--- src/rtl/swc_regs.svh ---
// Constants for the single-wire configuration port
`ifndef SWC_REGS_SVH
`define SWC_REGS_SVH
`define SWC_CMD_WR_DIV    8'h01
`define SWC_CMD_RD_DIV    8'hA1
`define SWC_CMD_WR_SRC    8'h02
`define SWC_CMD_RD_SRC    8'hA2
`define SWC_CMD_BITS      4'h8
`define SWC_DATA_BITS     4'h9
`define SWC_DIV_RESET     9'h000
`define SWC_SRC_RESET     9'h034
`define SWC_CLK_NS        8
`define SWC_SAMPLE_NS     30000
`define SWC_RESET_MIN_NS  480000
`define SWC_PRES_WAIT_NS  30000
`define SWC_PRES_LEN_NS   120000
`define SWC_SAMPLE_CYC    (`SWC_SAMPLE_NS / `SWC_CLK_NS)
`define SWC_RESET_CYC     (`SWC_RESET_MIN_NS / `SWC_CLK_NS)
`define SWC_PRES_WAIT_CYC (`SWC_PRES_WAIT_NS / `SWC_CLK_NS)
`define SWC_PRES_LEN_CYC  (`SWC_PRES_LEN_NS / `SWC_CLK_NS)
`endif

--- src/rtl/swc_pkg.sv ---
// Types for the single-wire configuration port
package swc_pkg;
    typedef logic [8:0] swc_word_t;
    typedef enum logic [2:0] {
        SWC_IDLE, SWC_PRES_WAIT, SWC_PRES, SWC_CMD, SWC_WRITE, SWC_READ, SWC_DONE
    } swc_state_e;
endpackage

--- src/rtl/swc_config_port.sv ---
// Single-wire configuration port with two nine-bit registers
`timescale 1ns/1ns
// Operation
// - Command 02h writes nine bits into the source/gating register.
// - Command A2h reads back the nine source/gating register bits.
// - Exactly nine data bits follow the command, nothing between.
// - Data bits travel least significant bit first both ways.
// - Each falling edge restarts the device slot delay timer.
// - Write slots sample the line once when the timer expires.
// - Read zero: device holds the line low for the delay period.
// - Read one: device leaves the line released.
// - Output-divider register defaults to zero, divide by two.
// - Default: reference output off, sleep pin on, switch pin off.
// - Default post-ratio bypass is zero, post dividers active.
// - Default reference select is zero, internal oscillator.
// - Master reset pulse, then device presence pulse, starts transactions.
// - Eight-bit commands, LSB first, issued after presence.
// - Commands 01h and A1h write and read the divider register.
`include "swc_regs.svh"
module swc_config_port (
    input  wire logic          ref_clk,
    input  wire logic          resetn,
    input  wire logic          dq_in,
    output logic               dq_out,
    output logic               dq_oe,
    output swc_pkg::swc_word_t output_divider_config,
    output swc_pkg::swc_word_t source_and_gating_config,
    output logic               prog_mode,
    output logic               commit_pulse
);
    import swc_pkg::*;

    swc_state_e  state_r;
    swc_word_t   div_r;
    swc_word_t   src_r;
    swc_word_t   shift_r;
    logic [7:0]  cmd_r;
    logic [3:0]  bit_cnt_r;
    logic [15:0] pcnt_r;
    logic        strap_done_r;
    logic        prog_r;
    logic        commit_r;
    logic        drive_low_r;
    logic        fall;
    logic        low_long;
    logic        sample_now;
    logic        in_slot;
    logic [7:0]  cmd_nxt;
    swc_word_t   shift_nxt;

    swc_edge_timer u_timer (
        .ref_clk    (ref_clk),
        .resetn     (resetn),
        .line_in    (dq_in),
        .fall       (fall),
        .low_long   (low_long),
        .sample_now (sample_now),
        .in_slot    (in_slot)
    );

    function automatic logic is_known(input logic [7:0] c);
        return (c == `SWC_CMD_WR_DIV) || (c == `SWC_CMD_RD_DIV) ||
               (c == `SWC_CMD_WR_SRC) || (c == `SWC_CMD_RD_SRC);
    endfunction

    // Ninth data slot of a transfer
    function automatic logic last_data(input logic [3:0] n);
        return n == (`SWC_DATA_BITS - 4'h1);
    endfunction

    // Bits enter at the top so the first one ends up in bit 0
    function automatic swc_word_t shift_in(input logic b, input swc_word_t w);
        return {b, w[8:1]};
    endfunction

    assign cmd_nxt   = {dq_in, cmd_r[7:1]};
    assign shift_nxt = shift_in(dq_in, shift_r);

    // Strap caught on the first clock after reset release
    always_ff @(posedge ref_clk or negedge resetn) begin
        if (!resetn) begin
            strap_done_r <= 1'b0;
            prog_r       <= 1'b0;
        end else if (!strap_done_r) begin
            strap_done_r <= 1'b1;
            prog_r       <= dq_in;
        end
    end

    // Transaction sequencer: reset pulse, presence, command, data
    always_ff @(posedge ref_clk or negedge resetn) begin
        if (!resetn) begin
            state_r   <= SWC_IDLE;
            cmd_r     <= 8'h00;
            shift_r   <= 9'h000;
            bit_cnt_r <= 4'h0;
            pcnt_r    <= 16'h0000;
        end else if (!prog_r) begin
            state_r <= SWC_IDLE;
        end else if (low_long) begin
            // A reset pulse aborts any transfer in flight
            state_r <= SWC_PRES_WAIT;
            pcnt_r  <= 16'h0000;
        end else begin
            case (state_r)
                SWC_IDLE: begin
                end
                SWC_PRES_WAIT: begin
                    // Only high cycles count, so presence follows the end of the pulse
                    if (dq_in) begin
                        pcnt_r <= pcnt_r + 16'h0001;
                        if (pcnt_r == 16'(`SWC_PRES_WAIT_CYC)) begin
                            state_r <= SWC_PRES;
                            pcnt_r  <= 16'h0000;
                        end
                    end
                end
                SWC_PRES: begin
                    pcnt_r <= pcnt_r + 16'h0001;
                    if (pcnt_r == 16'(`SWC_PRES_LEN_CYC)) begin
                        state_r   <= SWC_CMD;
                        bit_cnt_r <= 4'h0;
                    end
                end
                SWC_CMD: begin
                    if (sample_now) begin
                        cmd_r     <= cmd_nxt;
                        bit_cnt_r <= bit_cnt_r + 4'h1;
                        if (bit_cnt_r == `SWC_CMD_BITS - 4'h1) begin
                            bit_cnt_r <= 4'h0;
                            if (!is_known(cmd_nxt)) begin
                                // Unknown code parks the port until the next reset pulse
                                state_r <= SWC_DONE;
                            end else begin
                                case (cmd_nxt)
                                    `SWC_CMD_WR_DIV, `SWC_CMD_WR_SRC: state_r <= SWC_WRITE;
                                    `SWC_CMD_RD_DIV: begin
                                        state_r <= SWC_READ;
                                        shift_r <= div_r;
                                    end
                                    `SWC_CMD_RD_SRC: begin
                                        state_r <= SWC_READ;
                                        shift_r <= src_r;
                                    end
                                    default: state_r <= SWC_DONE;
                                endcase
                            end
                        end
                    end
                end
                SWC_WRITE: begin
                    if (sample_now) begin
                        shift_r   <= shift_nxt;
                        bit_cnt_r <= bit_cnt_r + 4'h1;
                        if (last_data(bit_cnt_r)) begin
                            state_r <= SWC_DONE;
                        end
                    end
                end
                SWC_READ: begin
                    if (sample_now) begin
                        shift_r   <= {1'b0, shift_r[8:1]};
                        bit_cnt_r <= bit_cnt_r + 4'h1;
                        if (last_data(bit_cnt_r)) begin
                            state_r <= SWC_DONE;
                        end
                    end
                end
                SWC_DONE: begin
                end
                default: state_r <= SWC_IDLE;
            endcase
        end
    end

    // Register storage; commit pulse stands in for non-volatile write
    // A write cut short by a reset pulse never reaches the registers
    always_ff @(posedge ref_clk or negedge resetn) begin
        if (!resetn) begin
            div_r    <= `SWC_DIV_RESET;
            src_r    <= `SWC_SRC_RESET;
            commit_r <= 1'b0;
        end else begin
            commit_r <= 1'b0;
            if (prog_r && !low_long && state_r == SWC_WRITE && sample_now &&
                last_data(bit_cnt_r)) begin
                commit_r <= 1'b1;
                if (cmd_r == `SWC_CMD_WR_DIV) begin
                    div_r <= shift_nxt;
                end else begin
                    src_r <= shift_nxt;
                end
            end
        end
    end

    // Pull-down: presence pulse, or a zero bit held for the slot delay
    // Let go on the sample cycle so the wire is high before the next slot
    always_ff @(posedge ref_clk or negedge resetn) begin
        if (!resetn) begin
            drive_low_r <= 1'b0;
        end else if (state_r == SWC_PRES && !low_long) begin
            drive_low_r <= 1'b1;
        end else if (state_r == SWC_READ && (fall || in_slot) && !sample_now) begin
            drive_low_r <= ~shift_r[0];
        end else begin
            drive_low_r <= 1'b0;
        end
    end

    assign dq_out                   = 1'b0;
    assign dq_oe                    = drive_low_r;
    assign output_divider_config    = div_r;
    assign source_and_gating_config = src_r;
    assign prog_mode                = prog_r;
    assign commit_pulse             = commit_r;
endmodule

--- src/rtl/swc_edge_timer.sv ---
// Falling-edge detector and slot delay timer
`timescale 1ns/1ns
module swc_edge_timer (
    input  wire logic        ref_clk,
    input  wire logic        resetn,
    input  wire logic        line_in,
    output logic             fall,
    output logic             low_long,
    output logic             sample_now,
    output logic             in_slot
);
    logic        prev_r;
    logic [19:0] low_cnt_r;
    logic [15:0] slot_cnt_r;

    assign fall = prev_r & ~line_in;

    always_ff @(posedge ref_clk or negedge resetn) begin
        if (!resetn) begin
            prev_r <= 1'b1;
        end else begin
            prev_r <= line_in;
        end
    end

    // Measures low time to detect the master reset pulse
    always_ff @(posedge ref_clk or negedge resetn) begin
        if (!resetn) begin
            low_cnt_r <= 20'h00000;
        end else if (line_in) begin
            low_cnt_r <= 20'h00000;
        end else if (low_cnt_r != 20'hFFFFF) begin
            low_cnt_r <= low_cnt_r + 20'h00001;
        end
    end
    assign low_long = (low_cnt_r == 20'(`SWC_RESET_CYC));

    // Delay timer restarted on every falling edge
    always_ff @(posedge ref_clk or negedge resetn) begin
        if (!resetn) begin
            slot_cnt_r <= 16'h0000;
        end else if (fall) begin
            slot_cnt_r <= 16'h0001;
        end else if (slot_cnt_r != 16'h0000) begin
            slot_cnt_r <= (slot_cnt_r == 16'(`SWC_SAMPLE_CYC)) ? 16'h0000 : slot_cnt_r + 16'h0001;
        end
    end
    assign in_slot    = (slot_cnt_r != 16'h0000);
    assign sample_now = (slot_cnt_r == 16'(`SWC_SAMPLE_CYC));
endmodule

--- config.mk ---
export PLATFORM = sky130hd
export DESIGN_NAME = swc_config_port
export DESIGN_NICKNAME = d
export VERILOG_FILES = /design/src/rtl/swc_pkg.sv /design/src/rtl/swc_config_port.sv /design/src/rtl/swc_edge_timer.sv
export VERILOG_INCLUDE_DIRS = /design/src /design/src/rtl
export SDC_FILE = /design/constraint.sdc
export NUM_CORES = 1
export LEC_CHECK = 0
export BUFFER_PORTS_ARGS = -buffer_cell sky130_fd_sc_hd__buf_4
export CAP_MARGIN = 30
export CORE_MARGIN = 2
export CORE_UTILIZATION = 66
export DETAILED_ROUTE_END_ITERATION = 8
export PLACE_DENSITY = 0.85
export REMOVE_ABC_BUFFERS = 1
export SLEW_MARGIN = 20
export SYNTH_ARGS = -nofsm -noshare
export SYNTH_HDL_FRONTEND = slang
export SYNTH_SLANG_ARGS = --single-unit
--- constraint.sdc ---
create_clock -name ref_clk -period 5.85 [get_ports ref_clk]
set_clock_uncertainty 0.05 [all_clocks]
set_input_delay 0.8775 -clock ref_clk [delete_from_list [all_inputs] [get_ports ref_clk]]
set_output_delay 0.8775 -clock ref_clk [all_outputs]
set_load 0.05 [all_outputs]
==> run_results.csv <==
group,metric,value,unit
die,io_pins,25,
synthesis,syn_area,5230,um2
status,status,"finished, final reports clean",
cts,root_buffer,"clkbuf_8",
critical_path,cp-end-kind,"flop",
die,rows,32,
cts,ctsHoldBuffers,0,
global_route,grt-ovfl-total,0,
global_route,antenna_found_initial,0,
timing,fin_crit_sh,0.531,
timing,max_slew_margin,0.382,
routing,drt_iter0_markers,257,
routing,drcViolationCount,0,
critical_path,r2r_setup_slack,2.75,ns
cts,clk_pin_slew,0.09,ns
timing,fin_tns_setup,0,ns
cts,clock_sinks,99,
synthesis,ys_warn_count,0,
timing,max_freq,322,MHz
synthesis,synth_top_area_cell,"dfrtp_1",
critical_path,path_max_fanout,19,
synthesis,synth_top_area_frac,0.455,
placed_design,dp_hpwl,7.29,mm
die,start_util,0.680,
cts,ctsResizeCount,0,
timing,holdWs,0.416,ns
placed_design,portBuffers,23,
layout,antenna_cells,0,
critical_path,cp_slowest_cell,"and4_1",
layout,areaGrowthSynthToFinish,8.61,%
power_and_ir_drop,p_leak,2.49,nW
synthesis,ys_seq_area_frac,0.475,
synthesis,synth-edff-count,0,
layout,final_area,5680,um2
routing,vias,4015,
synthesis,synthTopCellsByArea,"dfrtp_1 45%, mux2_2 6.0%, nor2_1 3.5%, nand2_1 3.3%, nor3_1 3.3%",
timing,rsz0062_at_grt,"false",
synthesis,synth.distinct_cells,61,
power_and_ir_drop,powerDensity,228,nW/um2
cts,numCtsBuffers,9,
synthesis,ys_ff_latch,99,
die,die-area,8650,um2
critical_path,path_cells,"inv_1, ha_1, nor4b_1, and4_1, o21ai_1, buf_4, nand2b_1, o41ai_1",
timing,period_needed,3.10,ns
die,core_area,7690,um2
run,drv_cap,0,
die,die_y,93.0,um
layout,nFillCells,538,
critical_path,critPathTopFamily,"simple AND/OR/NAND/NOR gates",
die,dieWidth,93.0,um
layout,layout.nets,556,
critical_path,critPathMaxStageDelay,0.73,ns
synthesis,synthArstFlopShare,1.00,
layout,fin_util,0.739,
cts,htree_levels,3,
global_route,grt_max_degree,62,
placed_design,dpl_cell_area,5470,um2
critical_path,arrival,3.31,ns
global_route,track_usage,0.263,
cts,clk_latency,0.37,ns
global_route,grt_pass1_wl,18.2,mm
cts,cts_buffer_depth,2,
min_path,hold_class,"primary input to asynchronous set/reset pin",
critical_path,r2r_end,"pcnt_r[13]",
timing,worst_slew_pin_slew,0.920,ns
power_and_ir_drop,peakVddDrop,134,uV
timing,slew_viol_final,0,
placed_design,gp_congestion,0.831,
timing,hold_violations,0,
synthesis,synth_common_cells,"95 x dfrtp_1, 49 x nor2_1, 46 x nand2_1",
routing,route.antenna.remaining_nets,0,
synthesis,avgSynthCellArea,9.96,um2
layout,layout-drive-gt1-share,0.168,
routing,drtPass1Iterations,5,
critical_path,worstPathRequired,6.05,ns
critical_path,reg2reg_depth,8,
critical_path,r2r_start,"u_timer.low_cnt_r[0]",
critical_path,critical_path_buf_inv_count,2,
critical_path,critPathKind,"flop to flop",
cts,cts_tree,"built",
synthesis,synth_most_common_cell,"dfrtp_1",
synthesis,synth_ff_type,"dfrtp_1",
global_route,grt_pass1_vias,3925,
cts,cts_setup_buffers,0,
critical_path,crit_path_start_kind,"flop",
synthesis,netlist_instances,525,
routing,wl_per_cell,16.4,um
routing,vias_per_cell,6.18,
timing,setup_viol,0,
routing,wl,10.6,mm
-- state kept, by name (all words and copies together) (netlist names), 3 cells and up --
signal / count
u_timer.low_cnt_r: 20
pcnt_r: 16
u_timer.slot_cnt_r: 16
output_divider_config: 9
shift_r: 9
source_and_gating_config: 9
cmd_r: 8
bit_cnt_r: 4
state_r: 3
-- placed cells by master, fill, tap and decap left out, drive strengths merged, types with 3 or more instances in the layout --
cell type / instances
nor3b: 6
nand3: 17
buf: 27
clkbuf: 11
nand4: 10
mux2i: 11
nand2b: 9
o21a: 3
a21oi: 14
o21ai: 40
and4: 5
nor2: 49
o31ai: 9
and3: 12
ha: 10
nand4b: 3
nand3b: 5
nand2: 47
mux2: 37
inv: 17
xnor2: 16
nor4: 5
xor2: 8
dfstp: 4
nor3: 34
or3: 7
dfrtp: 95
-- through the flow --
step | setup slack [ns] | power [W] | cells
2_1_floorplan | 3.24 | 0.000813 | 505
3_3_place_gp | 2.74 | 0.000847 | 633
3_5_place_dp | 2.61 | 0.000855 | 633
4_1_cts | 2.55 | 0.00130 | 649
5_1_grt | 2.48 | 0.00135 | 650
6_report | 2.75 | 0.00129 | 650
-- power by group --
| part | internal (W) | switching, W |
|---|---|---|
| logic | 0.0000437 | 0.0000691 |
| registers | 0.000704 | 0.0000272 |
| clock network | 0.000211 | 0.000237 |
| total | 0.000959 | 0.000333 |
-- kinds of logic after synthesis --
family          synth area share
simple gates               0.227
flops                      0.475
compound gates            0.0981
mux                        0.107
buf+inv                   0.0270
xor+xnor                  0.0402
fa+ha+maj                 0.0239
other cells              0.00144
-- worst max-delay path by stage --
stage,from,end,slack [ns],cells past startpoint
2_1_floorplan,u_timer.low_cnt_r[0],pcnt_r[7],3.24,7
3_3_place_gp,u_timer.low_cnt_r[0],pcnt_r[7],2.74,7
3_5_place_dp,u_timer.low_cnt_r[0],pcnt_r[13],2.61,7
4_1_cts,u_timer.low_cnt_r[0],pcnt_r[13],2.55,7
5_1_grt,u_timer.low_cnt_r[0],pcnt_r[13],2.48,8
6_report,u_timer.low_cnt_r[0],pcnt_r[13],2.75,8
-- final cells by class --
type,instances,area (um2),area share
flip-flops and latches,99,2480,0.437
repair buffers,27,203,0.0357
inverters,16,60.1,0.0106
clock inverters,5,60.1,0.0106
clock buffers,11,141,0.0249
well taps,102,128,0.0225
multi-input cells,390,2610,0.459
-- routing by layer --
layer	up-vias	global-route usage	wire, um
met1	1977	0.354	4870
met2	112	0.434	5200
met3	15	0.0540	417
met5	-	0	0
li1	1911	-	-
met4	0	0.0809	138
(Power assumes the default switching activity.)
